$ cat config.mk
export PLATFORM = sky130hd
export DESIGN_NAME = gtp_timer
export DESIGN_NICKNAME = d
export VERILOG_FILES = /design/src/gtp_pkg.sv /design/src/gtp_timer.sv
export SDC_FILE = /design/constraint.sdc
export NUM_CORES = 1
export LEC_CHECK = 0
export BUFFER_PORTS_ARGS = -buffer_cell sky130_fd_sc_hd__clkbuf_2
export CAP_MARGIN = 20
export CORE_ASPECT_RATIO = 1.75
export CORE_MARGIN = 8
export CORE_UTILIZATION = 54
export CTS_CLUSTER_DIAMETER = 150
export CTS_CLUSTER_SIZE = 10
export DETAILED_ROUTE_END_ITERATION = 10
export PLACE_DENSITY = 0.76
export SLEW_MARGIN = 10
export SYNTH_ARGS = -nofsm -noshare
export SYNTH_HDL_FRONTEND = slang
export SYNTH_SLANG_ARGS = --single-unit
export TNS_END_PERCENT = 20
$ cat constraint.sdc
create_clock -name aclk -period 4.15 [get_ports aclk]
set_clock_uncertainty 0.15 [all_clocks]
set_input_delay 1.245 -clock aclk [delete_from_list [all_inputs] [get_ports aclk]]
set_output_delay 1.245 -clock aclk [all_outputs]
set_load 0.01 [all_outputs]
$ cat src/gtp_pkg.sv
// Constants, enumerations and the state carrier of the capture timer
package gtp_pkg;

  // ----------------------------------------------------------------
  // Register byte addresses
  // ----------------------------------------------------------------
  localparam logic [31:0] OFF_LOAD   = 32'hffff0320;
  localparam logic [31:0] OFF_VALUE  = 32'hffff0324;
  localparam logic [31:0] OFF_CONFIG = 32'hffff0328;
  localparam logic [31:0] OFF_IRQCLR = 32'hffff032c;
  localparam logic [31:0] OFF_SNAP   = 32'hffff0330;

  // ----------------------------------------------------------------
  // Configuration field positions
  // ----------------------------------------------------------------
  localparam int CFG_PS_LSB  = 24;
  localparam int CFG_PS_EN   = 23;
  localparam int CFG_MATCH   = 19;
  localparam int CFG_ORIGIN  = 18;
  localparam int CFG_SNAP_EN = 17;
  localparam int CFG_SEL_LSB = 12;
  localparam int CFG_CLK_LSB = 9;
  localparam int CFG_DIR     = 8;
  localparam int CFG_RUN     = 7;
  localparam int CFG_MODE    = 6;
  localparam int CFG_FMT_LSB = 4;
  localparam int CFG_PRE_LSB = 0;

  // ----------------------------------------------------------------
  // Reset values and count limits
  // ----------------------------------------------------------------
  localparam logic [31:0] RST_LOAD     = 32'h00000000;
  localparam logic [31:0] RST_VALUE    = 32'hffffffff;
  localparam logic [31:0] RST_CONFIG   = 32'h01000000;
  localparam logic [31:0] RST_SNAP     = 32'h00000000;
  localparam logic [31:0] TOD_MASK     = 32'hff3f3f7f;
  localparam logic [6:0]  TOD_TICK_MAX = 7'h7f;
  localparam logic [5:0]  TOD_MS_MAX   = 6'h3b;
  localparam logic [7:0]  TOD_H24_MAX  = 8'h17;
  localparam logic [7:0]  TOD_H255_MAX = 8'hff;
  localparam int          NUM_EVENTS   = 18;
  localparam logic [1:0]  RESP_OKAY    = 2'b00;
  localparam logic [1:0]  RESP_SLVERR  = 2'b10;

  // ----------------------------------------------------------------
  // Enumerations
  // ----------------------------------------------------------------
  typedef enum logic [1:0] {
    CLK_OSC = 2'b00, CLK_CORE_DIV = 2'b01, CLK_CORE = 2'b10, CLK_PIN = 2'b11
  } gtp_clk_sel_t;

  typedef enum logic [1:0] {
    FMT_BIN = 2'b00, FMT_RSVD = 2'b01, FMT_TOD24 = 2'b10, FMT_TOD255 = 2'b11
  } gtp_fmt_t;

  // ----------------------------------------------------------------
  // Whole state of the timer
  // ----------------------------------------------------------------
  typedef struct packed {
    logic [31:0]           load;
    logic [31:0]           value;
    logic [31:0]           snap;
    logic [7:0]            ps_target;
    logic [7:0]            ps_cnt;
    logic                  ps_en;
    logic                  match;
    logic                  origin;
    logic                  snap_en;
    logic [4:0]            snap_sel;
    gtp_clk_sel_t          clk_sel;
    logic                  dir;
    logic                  run;
    logic                  mode;
    gtp_fmt_t              fmt;
    logic [3:0]            pre;
    logic [14:0]           pre_cnt;
    logic                  pin_prev;
    logic [NUM_EVENTS-1:0] ev_prev;
    logic                  irq;
    logic                  aw_have;
    logic                  w_have;
    logic [31:0]           aw_addr;
    logic [31:0]           w_data;
    logic [3:0]            w_strb;
    logic                  awready;
    logic                  wready;
    logic                  bvalid;
    logic [1:0]            bresp;
    logic                  arready;
    logic                  rvalid;
    logic [1:0]            rresp;
    logic [31:0]           rdata;
  } gtp_state_t;

endpackage : gtp_pkg

$ cat src/gtp_timer.sv
// Capture timer with prescaler, postscaler and time-of-day count
//
// The AXI4-Lite register port was left to the implementer.
`timescale 1ns/1ps

// How it works
// [RULE1] Time-of-day fields packed, gaps read zero; code masks load and count reads only, the capture read is unmasked
// [RULE2] Software picks 32.768 kHz, divide 256
// [RULE3] Format field picks binary or time-of-day
// [RULE4] Direction bit: set up, clear down
// [RULE5] Run bit enables counting, cleared at reset
// [RULE6] Mode bit: set periodic, clear free-running
// [RULE7] Periodic restarts from load, free from extreme
// [RULE8] Periodic overflow reloads count from load register
// [RULE9] Prescaler divides by 1, 16, 256, 32768
// [RULE10] Clock select picks one of four sources
// [RULE11] First event assertion copies count, keeps running
// [RULE12] Only enabled interrupt sources reach capture
// [RULE13] Capture enable bit and five-bit event select
// [RULE14] Fixed event numbers, others reserved
// [RULE15] Postscale write sets target, zero means one
// [RULE16] Postscaler counts one to 256 timeouts; code takes an 8-bit target, so at most 255
// [RULE17] Bit 23 enables the postscaler
// [RULE18] Read-only flag set on postscale match
// [RULE19] Bit 18 picks postscale or timeout interrupt
// [RULE20] Any clear-register write drops pending interrupt
// [RULE21] Low-power keeps oscillator and pin counting
// [RULE22] Software writes zero to bits 22:20
// [RULE23] Interrupt at zero down or full scale up
// [RULE24] Time-of-day fields roll over and carry
module gtp_timer
  import gtp_pkg::*;
#(
  parameter int EVENT_N = NUM_EVENTS
) (
  // Clock and reset
  input  wire logic               aclk,
  input  wire logic               aresetn,
  // AXI4-Lite write address and data
  input  wire logic [31:0]        s_axi_awaddr,
  input  wire logic               s_axi_awvalid,
  output logic                    s_axi_awready,
  input  wire logic [31:0]        s_axi_wdata,
  input  wire logic [3:0]         s_axi_wstrb,
  input  wire logic               s_axi_wvalid,
  output logic                    s_axi_wready,
  // AXI4-Lite write response
  output logic [1:0]              s_axi_bresp,
  output logic                    s_axi_bvalid,
  input  wire logic               s_axi_bready,
  // AXI4-Lite read
  input  wire logic [31:0]        s_axi_araddr,
  input  wire logic               s_axi_arvalid,
  output logic                    s_axi_arready,
  output logic [31:0]             s_axi_rdata,
  output logic [1:0]              s_axi_rresp,
  output logic                    s_axi_rvalid,
  input  wire logic               s_axi_rready,
  // Count sources, one-cycle enables or pin level
  input  wire logic               osc_tick,
  input  wire logic               core_div_tick,
  input  wire logic               core_tick,
  input  wire logic               external_count_pin,
  input  wire logic               low_power_mode,
  // Enabled interrupt sources, levels
  input  wire logic [EVENT_N-1:0] event_irq,
  // Pending timer interrupt
  output logic                    timer_irq
);

  // ----------------------------------------------------------------
  // Elaboration check
  // ----------------------------------------------------------------
  if (EVENT_N != NUM_EVENTS)
  begin : g_bad_events
    $error("EVENT_N must equal the number of event inputs");
  end

  localparam gtp_state_t RST_STATE = '{
    load: RST_LOAD, value: RST_VALUE, snap: RST_SNAP,
    ps_target: RST_CONFIG[CFG_PS_LSB +: 8], ps_cnt: RST_CONFIG[CFG_PS_LSB +: 8],
    clk_sel: CLK_OSC, fmt: FMT_BIN, arready: 1'b1, awready: 1'b1, wready: 1'b1,
    default: '0};

  // ----------------------------------------------------------------
  // Helper functions
  // ----------------------------------------------------------------
  // Word address match
  function automatic logic reg_hit(input logic [31:0] a, input logic [31:0] off);
    reg_hit = (a[31:2] == off[31:2]);
  endfunction : reg_hit

  // Prescaler mask, undefined codes divide by one
  function automatic logic [14:0] div_mask(input logic [3:0] code);
    case (code)
      4'h4:    div_mask = 15'h000f;
      4'h8:    div_mask = 15'h00ff;
      4'hf:    div_mask = 15'h7fff;
      default: div_mask = 15'h0000;
    endcase
  endfunction : div_mask

  // Hour limit of the selected format
  function automatic logic [7:0] hour_max(input gtp_fmt_t f);
    hour_max = (f == FMT_TOD255) ? TOD_H255_MAX : TOD_H24_MAX;
  endfunction : hour_max

  // Full-scale count in each format
  function automatic logic [31:0] full_scale(input gtp_fmt_t f);
    if (f[1])
      full_scale = {hour_max(f), 2'b00, TOD_MS_MAX, 2'b00, TOD_MS_MAX, 1'b0, TOD_TICK_MAX};
    else
      full_scale = 32'hffffffff;
  endfunction : full_scale

  // One time-of-day step with carries, terminal values handled outside
  function automatic logic [31:0] tod_step(input logic [31:0] v, input logic up,
                                           input logic [7:0] hmax);
    logic [6:0] t;
    logic [5:0] s;
    logic [5:0] m;
    logic [7:0] h;
    t = v[6:0];
    s = v[13:8];
    m = v[21:16];
    h = v[31:24];
    if (up)
    begin
      if (t != TOD_TICK_MAX) t = t + 7'h01;
      else
      begin
        t = 7'h00;
        if (s != TOD_MS_MAX) s = s + 6'h01;
        else
        begin
          s = 6'h00;
          if (m != TOD_MS_MAX) m = m + 6'h01;
          else
          begin
            m = 6'h00;
            h = (h != hmax) ? h + 8'h01 : 8'h00;
          end
        end
      end
    end
    else
    begin
      if (t != 7'h00) t = t - 7'h01;
      else
      begin
        t = TOD_TICK_MAX;
        if (s != 6'h00) s = s - 6'h01;
        else
        begin
          s = TOD_MS_MAX;
          if (m != 6'h00) m = m - 6'h01;
          else
          begin
            m = TOD_MS_MAX;
            h = (h != 8'h00) ? h - 8'h01 : hmax;
          end
        end
      end
    end
    tod_step = {h, 2'b00, m, 2'b00, s, 1'b0, t};
  endfunction : tod_step

  // Event numbers that name a real source
  function automatic logic event_valid(input logic [4:0] sel);
    event_valid = (sel >= 5'h01 && sel <= 5'h04) || (sel >= 5'h08 && sel <= 5'h11);
  endfunction : event_valid

  // Byte-lane merge
  function automatic logic [31:0] merge(input logic [31:0] old, input logic [31:0] nw,
                                        input logic [3:0] strb);
    for (int i = 0; i < 4; i++)
      merge[i*8 +: 8] = strb[i] ? nw[i*8 +: 8] : old[i*8 +: 8];
  endfunction : merge

  // ----------------------------------------------------------------
  // State and helper signals
  // ----------------------------------------------------------------
  gtp_state_t  st;
  gtp_state_t  nx;
  logic        src_tick;
  logic        cnt_tick;
  logic        timeout;
  logic        ps_hit;
  logic        capture;
  logic        wr_fire;
  logic        rd_fire;
  logic [31:0] restart_val;
  logic [31:0] cfg_view;
  logic [31:0] cfg_new;
  logic [31:0] fmt_mask;

  // ----------------------------------------------------------------
  // Next-state logic
  // ----------------------------------------------------------------
  always_comb
  begin
    nx = st;
    fmt_mask = st.fmt[1] ? TOD_MASK : 32'hffffffff;                // [RULE1] [RULE3]
    cfg_view = {st.ps_cnt, st.ps_en, 3'b000, st.match, st.origin, st.snap_en,
                st.snap_sel, 1'b0, st.clk_sel, st.dir, st.run, st.mode, st.fmt, st.pre};
    // Source select with low-power gating of core-derived clocks
    case (st.clk_sel)                                               // [RULE10]
      CLK_OSC:      src_tick = osc_tick;
      CLK_CORE_DIV: src_tick = core_div_tick && !low_power_mode;    // [RULE21]
      CLK_CORE:     src_tick = core_tick && !low_power_mode;
      CLK_PIN:      src_tick = external_count_pin && !st.pin_prev;
      default:      src_tick = 1'b0;
    endcase
    nx.pin_prev = external_count_pin;
    // Prescaler, cleared while stopped
    cnt_tick = st.run && src_tick &&                                // [RULE5]
               ((st.pre_cnt & div_mask(st.pre)) == div_mask(st.pre)); // [RULE9]
    if (!st.run)
      nx.pre_cnt = 15'h0000;
    else if (src_tick)
      nx.pre_cnt = st.pre_cnt + 15'h0001;
    // Restart point in each mode
    if (st.mode)                                                    // [RULE6]
      restart_val = st.load & fmt_mask;                             // [RULE7] [RULE8]
    else
      restart_val = st.dir ? 32'h00000000 : full_scale(st.fmt);     // [RULE7]
    // Counter step, timeout at zero or full scale
    timeout = cnt_tick &&
              (st.value == (st.dir ? full_scale(st.fmt) : 32'h00000000)); // [RULE23] [RULE4]
    if (timeout)
      nx.value = restart_val;
    else if (cnt_tick && st.fmt[1])
      nx.value = tod_step(st.value, st.dir, hour_max(st.fmt));      // [RULE24]
    else if (cnt_tick)
      nx.value = st.dir ? st.value + 32'h00000001 : st.value - 32'h00000001; // [RULE4]
    // Postscaler counts timeouts up to the target
    ps_hit = timeout && st.ps_en && (st.ps_cnt == st.ps_target);    // [RULE16] [RULE17]
    if (timeout && st.ps_en)
      nx.ps_cnt = ps_hit ? 8'h01 : st.ps_cnt + 8'h01;               // [RULE16]
    // Capture on the first edge of the selected source
    nx.ev_prev = event_irq;
    capture = st.snap_en && event_valid(st.snap_sel) &&             // [RULE13] [RULE14]
              event_irq[st.snap_sel] && !st.ev_prev[st.snap_sel];   // [RULE11] [RULE12]
    if (capture)
      nx.snap = st.value;                                           // [RULE11]
    // AXI write channel capture
    if (s_axi_awvalid && st.awready)
    begin
      nx.aw_have = 1'b1;
      nx.aw_addr = s_axi_awaddr;
    end
    if (s_axi_wvalid && st.wready)
    begin
      nx.w_have = 1'b1;
      nx.w_data = s_axi_wdata;
      nx.w_strb = s_axi_wstrb;
    end
    wr_fire = nx.aw_have && nx.w_have && !st.bvalid;
    cfg_new = merge(cfg_view, nx.w_data, nx.w_strb);
    // Interrupt clear first so a same-cycle event still sets it
    if (wr_fire && reg_hit(nx.aw_addr, OFF_IRQCLR))
    begin
      nx.irq = 1'b0;                                                // [RULE20]
      nx.match = 1'b0;
    end
    if (ps_hit)
      nx.match = 1'b1;                                              // [RULE18]
    if (st.origin ? ps_hit : timeout)                               // [RULE19] [RULE23]
      nx.irq = 1'b1;
    // Register writes
    if (wr_fire)
    begin
      nx.aw_have = 1'b0;
      nx.w_have = 1'b0;
      nx.bvalid = 1'b1;
      nx.bresp = RESP_OKAY;
      if (reg_hit(nx.aw_addr, OFF_LOAD))
        nx.load = merge(st.load, nx.w_data, nx.w_strb);
      else if (reg_hit(nx.aw_addr, OFF_CONFIG))
      begin
        if (nx.w_strb[3])                                           // [RULE15]
          nx.ps_target = (cfg_new[CFG_PS_LSB +: 8] == 8'h00) ? 8'h01 : cfg_new[CFG_PS_LSB +: 8];
        nx.ps_en    = cfg_new[CFG_PS_EN];                           // [RULE17]
        nx.origin   = cfg_new[CFG_ORIGIN];                          // [RULE19]
        nx.snap_en  = cfg_new[CFG_SNAP_EN];                         // [RULE13]
        nx.snap_sel = cfg_new[CFG_SEL_LSB +: 5];
        nx.clk_sel  = gtp_clk_sel_t'(cfg_new[CFG_CLK_LSB +: 2]);    // [RULE10]
        nx.dir      = cfg_new[CFG_DIR];
        nx.run      = cfg_new[CFG_RUN];
        nx.mode     = cfg_new[CFG_MODE];
        nx.fmt      = gtp_fmt_t'(cfg_new[CFG_FMT_LSB +: 2]);        // [RULE3]
        nx.pre      = cfg_new[CFG_PRE_LSB +: 4];
      end
      else if (!reg_hit(nx.aw_addr, OFF_VALUE) && !reg_hit(nx.aw_addr, OFF_SNAP) &&
               !reg_hit(nx.aw_addr, OFF_IRQCLR))
        nx.bresp = RESP_SLVERR;
    end
    if (st.bvalid && s_axi_bready)
      nx.bvalid = 1'b0;
    nx.awready = !nx.aw_have && !nx.bvalid;
    nx.wready = !nx.w_have && !nx.bvalid;
    // AXI read channel
    rd_fire = s_axi_arvalid && st.arready;
    if (rd_fire)
    begin
      nx.rvalid = 1'b1;
      nx.rresp = RESP_OKAY;
      if (reg_hit(s_axi_araddr, OFF_LOAD))
        nx.rdata = st.load & fmt_mask;                              // [RULE1]
      else if (reg_hit(s_axi_araddr, OFF_VALUE))
        nx.rdata = st.value & fmt_mask;                             // [RULE1]
      else if (reg_hit(s_axi_araddr, OFF_CONFIG))
        nx.rdata = cfg_view;                                        // [RULE15] [RULE18]
      else if (reg_hit(s_axi_araddr, OFF_SNAP))
        nx.rdata = st.snap;
      else if (reg_hit(s_axi_araddr, OFF_IRQCLR))
        nx.rdata = 32'h00000000;
      else
      begin
        nx.rdata = 32'h00000000;
        nx.rresp = RESP_SLVERR;
      end
    end
    else if (st.rvalid && s_axi_rready)
      nx.rvalid = 1'b0;
    nx.arready = !nx.rvalid;
  end

  // ----------------------------------------------------------------
  // State register
  // ----------------------------------------------------------------
  always_ff @(posedge aclk)
  begin
    if (!aresetn)
      st <= RST_STATE;
    else
      st <= nx;
  end

  // Outputs straight from the state register
  assign s_axi_awready = st.awready;
  assign s_axi_wready  = st.wready;
  assign s_axi_bvalid  = st.bvalid;
  assign s_axi_bresp   = st.bresp;
  assign s_axi_arready = st.arready;
  assign s_axi_rvalid  = st.rvalid;
  assign s_axi_rresp   = st.rresp;
  assign s_axi_rdata   = st.rdata;
  assign timer_irq     = st.irq;
endmodule : gtp_timer

== Word-level counts from Yosys, hierarchy flattened ==
Cells that the tools add are included.
Widths: inputs -> output; s select.
Cells by class
  reduce and logical (&&, ||, !) cells: 59
  equal/unequal tests: 30
  mux-type cells: 68
  $add $sub $neg: 12
  $lt $le $gt $ge: 5
  bitwise operators: 4
Operator list (number)
  $mux 32: 13
  $eq 30x30->1 const B: 10
  $mux 8: 13
  $mux 6: 12
  $and 32x32->32: 2
  $pmux 15 s3: 1
  $mux 36: 1
  $add 32x1->32 const B: 1
  $eq 32x32->1: 1
  $sub 32x1->32 const B: 1
  $logic_and 1x1->1: 26
  $mux 24: 1
  $ne 4x4->1 const B: 6
  $mux 7: 3
  $mux 2: 9
  $add 8x1->8 const B: 2
  $reduce_and 4->1: 4
  $add 15x1->15 const B: 1
  $and 15x15->15: 1
  $eq 15x15->1: 1
  $reduce_and 3->1: 5
  $add 6x1->6 const B: 2
  $ne 6x6->1 const B: 2
  $reduce_bool 6->1: 2
  other kinds (32): 58
Storage, ports and cells
  output and inout bits: 42
  input port bits: 130
  register bits: 278

== Depth between registers and ports, before layout ==
  word-level depth: 13
  mapped depth: 16

== Least setup slack after synthesis ==
No wires, ideal clock.
  path kind: register to register
  start point: register st, in the netlist cfg_view[8]
  end point: register st[240] (netlist bit)
  stages on the path, launching flop included: 15
  setup time: 0.125 ns
  arrival time: 3.907 ns
  path slack: -0.032 ns
  period minus slack after synthesis: 4.182 ns
  required time: 3.875 ns
  cells stage by stage: dfxtp_1 buf_6 clkinv_2 clkbuf_1 buf_1 ha_1 buf_2 nand2_1 nor2_1 o2111ai_1 or4_4 a31o_1 a21o_1 a2111oi_4 nor3_1
Between the ends
  word-level cells in the longest chain between the ends: 5
  elaborated cells between the ends (all ways): 18
Ends and longest elaborated chain
  start, declared: RTL line gtp_timer.sv:183  | gtp_state_t st;
  start signal, assigned: RTL line gtp_timer.sv:337  | st <= nx;
  $mux 32: RTL line gtp_timer.sv:229  | (st.value == (st.dir ? full_scale(st.fmt) : 32'h00000000));
  $eq 32x32->1: RTL line gtp_timer.sv:229
  $logic_and 1x1->1: RTL line gtp_timer.sv:228  | timeout = cnt_tick &&
  $ne 4x4->1 (no line) / $reduce_bool 3->1 (equally long branches)
  $reduce_and 7->1 (no line)
Several ways; a longest one is shown, not always the timed one. The select of a mux whose other input is x is not followed.
A chain may end at the register's enable or synchronous reset.

== Final worst setup path ==
  start point: register st, in the netlist cfg_view[8]
  end point: register st[236] (netlist bit)
Between the ends
  word-level cells in the longest chain between the ends: 4
  elaborated cells between the ends (all ways): 10
Ends and longest elaborated chain (RTL line)
  $mux 32 (on tied branches): gtp_timer.sv:229, gtp_timer.sv:235
  $eq 32x32->1 / $mux 32 (equally long branches): gtp_timer.sv:229, gtp_timer.sv:234
  $logic_and 1x1->1 / $mux 32 (equally long branches): gtp_timer.sv:228, gtp_timer.sv:232
  $reduce_bool 3->1 (no line) / $mux 32 (equally long branches)
Several ways; a longest one is shown, not always the timed one. The select of a mux whose other input is x is not followed.

==> results.sh <==
export IMPL_routed_wl_um=52450
export IMPL_max_vdd_ir_drop_uv=432.5
export IMPL_path_cells="clkinv_2, buf_12, ha_1, nand4_1, nor3_1, nand3_1, nor3_2, nand2_1, buf_4, o41ai_1, a211o_1"
export IMPL_tns_ns=0
export IMPL_synthSimpleGateAreaFrac_pct=21.62
export IMPL_cp_num_cells=11
export IMPL_num_vias=15002
export IMPL_power_density_mw_per_mm2=330.7
export IMPL_core_area_mm2=0.02863
export IMPL_finalHoldViolCount=0
export IMPL_yosysWarnings=0
export IMPL_cts_tree="yes"
export IMPL_syn_to_final_growth_pct=11.21
export IMPL_finalMaxSlewViolations=0
export IMPL_leakagePower_uw=0.006887
export IMPL_num_antenna_cells=0
export IMPL_detail_route_wl_per_cell_um=21.89
export IMPL_drtIter0Drc=1229
export IMPL_rr_worst_depth=11
export IMPL_hp_class="flop to flop"
export IMPL_synth_compound_area_share_pct=21.70
export IMPL_hold_start="s_axi_rresp[1]"
export IMPL_synth_edff_count=0
export IMPL_gr_total_overflow=0
export IMPL_grt_pass1_wl_um=80320
export IMPL_dp_hpwl_um=39340
export IMPL_synthMuxAreaShare_pct=8.355
export IMPL_drive_above_1_share_pct=16.40
export IMPL_dp_cells=2363
export IMPL_nFillCells=2540
export IMPL_initial_core_util_pct=54.62
export IMPL_via_per_inst=6.261
export IMPL_clk_latency_ns=0.58
export IMPL_yosysUniqueCellTypes=88
export IMPL_clock_sinks=274
export IMPL_worstSetupPathType="flop to flop"
export IMPL_syn_avg_cell_area_um2=8.059
export IMPL_grt_max_degree=115
export IMPL_die_y_um=241.1
export IMPL_arrival_ns=4.28
export IMPL_final_setup_viol_count=0
export IMPL_syn_inst=1940
export IMPL_status="complete, no violations"
export IMPL_grt_pass1_vias=14663
export IMPL_htreeDepth=1
export IMPL_startpoint="cfg_view[8]"
export IMPL_syn_area_mm2=0.01563
export IMPL_fp_dieW_um=144.6
export IMPL_max_freq_ghz=0.2560
export IMPL_die_area_mm2=0.03487
export IMPL_path_buf_inv=3
export IMPL_synth_top_family_by_area="compound AO/OA/AOI/OAI gates"
export IMPL_crit_family="simple AND/OR/NAND/NOR gates"
export IMPL_grt_setup_unrepaired="false"
export IMPL_critPathSlowestCell="o41ai_1"
export IMPL_first_pass_iters=6
export IMPL_globalRouteTotalUtil_pct=29.48
export IMPL_nets=2194
export IMPL_final_antenna_net_count=0
export IMPL_synthArstFlopShare_pct=0
export IMPL_fin_crit_ns=3.906
export IMPL_place_congestion=0.9710
export IMPL_cts_buffers=31
export IMPL_r2r_start="cfg_view[8]"
export IMPL_finalCritPeriodShare_pct=94.13
export IMPL_fin_cells=2396
export IMPL_holdPathStages=2
export IMPL_critPathLaunchType="flop"
export IMPL_antenna_found_initial=0
export IMPL_fin_util_pct=60.74
export IMPL_cts_root_buf="clkbuf_16"
export IMPL_crit_required_ns=4.53
export IMPL_clk_pin_slew_worst_paths_ns=0.06
export IMPL_ys_ff_latch=274
export IMPL_slew_headroom_pct=33.34
export IMPL_endpoint_kind="flop"
export IMPL_cap_violations=0
export IMPL_route_detailed_drc=0
export IMPL_port_buffers=165
export IMPL_clock_path_buffers=3
export IMPL_synth_xor_area_share_pct=3.473
export IMPL_rows=82
export IMPL_power_uw=5749
export IMPL_worstPathMaxFanout=21
export IMPL_hold_ws_ns=0.3004
export IMPL_critPathMaxStageDelay_ns=0.70
export IMPL_tightest_slew_ns=0.9963
export IMPL_yosysSeqAreaShare_pct=35.09
export IMPL_synthFlopType="dfxtp_1"
export IMPL_io_pin_count=172
export IMPL_synthAdderAreaFrac_pct=3.729
==> per-layer routing <==
metal  GRT usage [%]  routed length, µm  vias to the layer above
met5               0                  0                        -
met4           22.62               4226                        0
met3           4.021               2972                      194
met2           51.29              26240                      603
met1           31.63              19010                     7126
li1                -                  -                     7079
==> layout make-up <==
type / instances / area, µm² / share of cell area [%]
well taps: 378 / 473.0 / 2.720
flip-flops and latches: 274 / 5485 / 31.55
clock buffers: 31 / 775.7 / 4.462
repair buffers: 215 / 1266 / 7.283
inverters: 31 / 120.1 / 0.6908
clock inverters: 2 / 28.78 / 0.1655
multi-input cells: 1465 / 9238 / 53.13
==> through the flow <==
stage | area, µm² | setup WS, ns
floorplan | 15650 | 0.2401
global placement | 16580 | 0.2162
detailed placement | 16580 | 0.1948
CTS | 17380 | 0.1801
global route | 17390 | 0.06330
finish | 17390 | 0.2437
==> what timing repair did <==
action                                  CTS  global route
gates resized for setup                   0             1
hold buffers                              0             0
buffers inserted                          0             0
endpoints found under the setup margin    0             1
==> Yosys cell counts (all sizes together), types with 33 or more instances <==
| master | number | area [µm²] |
|---|---|---|
| nor3 | 57 | 295.3 |
| nand3 | 44 | 220.2 |
| clkbuf | 108 | 405.4 |
| mux2i | 63 | 630.6 |
| mux2 | 46 | 518.0 |
| buf | 63 | 415.4 |
| a211oi | 33 | 247.7 |
| o21ai | 128 | 640.6 |
| and2 | 56 | 350.3 |
| nand2 | 235 | 889.6 |
| a21oi | 201 | 1021 |
| dfxtp | 274 | 5485 |
| nor2 | 161 | 606.8 |
| ha | 45 | 563.0 |
==> worst register-to-register path: stages (launching register included) <==
cell and delay, ns:
dfxtp_1 0.35, clkinv_2 0.21, buf_12 0.24, ha_1 0.52, nand4_1 0.18, nor3_1 0.28
nand3_1 0.15, nor3_2 0.34, nand2_1 0.29, buf_4 0.27, o41ai_1 0.70, a211o_1 0.18
==> state kept, by name, indices dropped and copies added (netlist names) <==
signal,flops
s_axi_wready,1
timer_irq,1
s_axi_awready,1
st,206
s_axi_rresp,1
s_axi_arready,1
cfg_view,28
s_axi_rvalid,1
s_axi_rdata,32
s_axi_bvalid,1
s_axi_bresp,1
==> power by group <==
part | switching [µW] | internal [µW]
Clock | 1050 | 1310
Combinational | 346 | 238
Sequential | 55.3 | 2750
==> cell families (layout without fill, tap and decap cells) <==
family,Yosys count,after routing
XOR/XNOR,62,62
buffers and inverters,202,279
AO/OA/AOI/OAI,544,544
AND/OR/NAND/NOR,695,695
flip-flops,274,274
other,1,2
adder cells (fa/ha/maj),46,46
multiplexers,116,116
==> placed cells by master, fill, tap and decap left out, drive strengths merged, types with 6 or more instances in the layout <==
cell type / n
a211oi: 33
and2: 56
or3: 14
clkbuf: 195
nand2: 235
dfxtp: 274
and3: 7
a22oi: 30
nand3: 44
o2111ai: 6
nand2b: 8
o31ai: 17
or4: 6
and4: 6
xnor2: 32
buf: 51
and4b: 6
o21a: 10
o21ai: 128
a31oi: 16
o311ai: 7
nand4: 32
o211ai: 20
mux2i: 63
a21oi: 201
nor2b: 15
nor3: 57
xor2: 30
a21o: 21
inv: 31
ha: 45
nand3b: 7
mux4: 7
nor4b: 7
mux2: 46
nor4: 16
nor2: 161
==> path summary, 6_finish.rpt <==
| kind | endpoint | slack, ns |
|---|---|---|
| min | s_axi_rresp[1] | 0.30 |
| max | st[236] | 0.24 |
| max reg2reg | st[236] | 0.24 |
| min reg2reg | s_axi_rresp[1] | 0.30 |
Note: power is estimated with default switching activity, not from simulation.
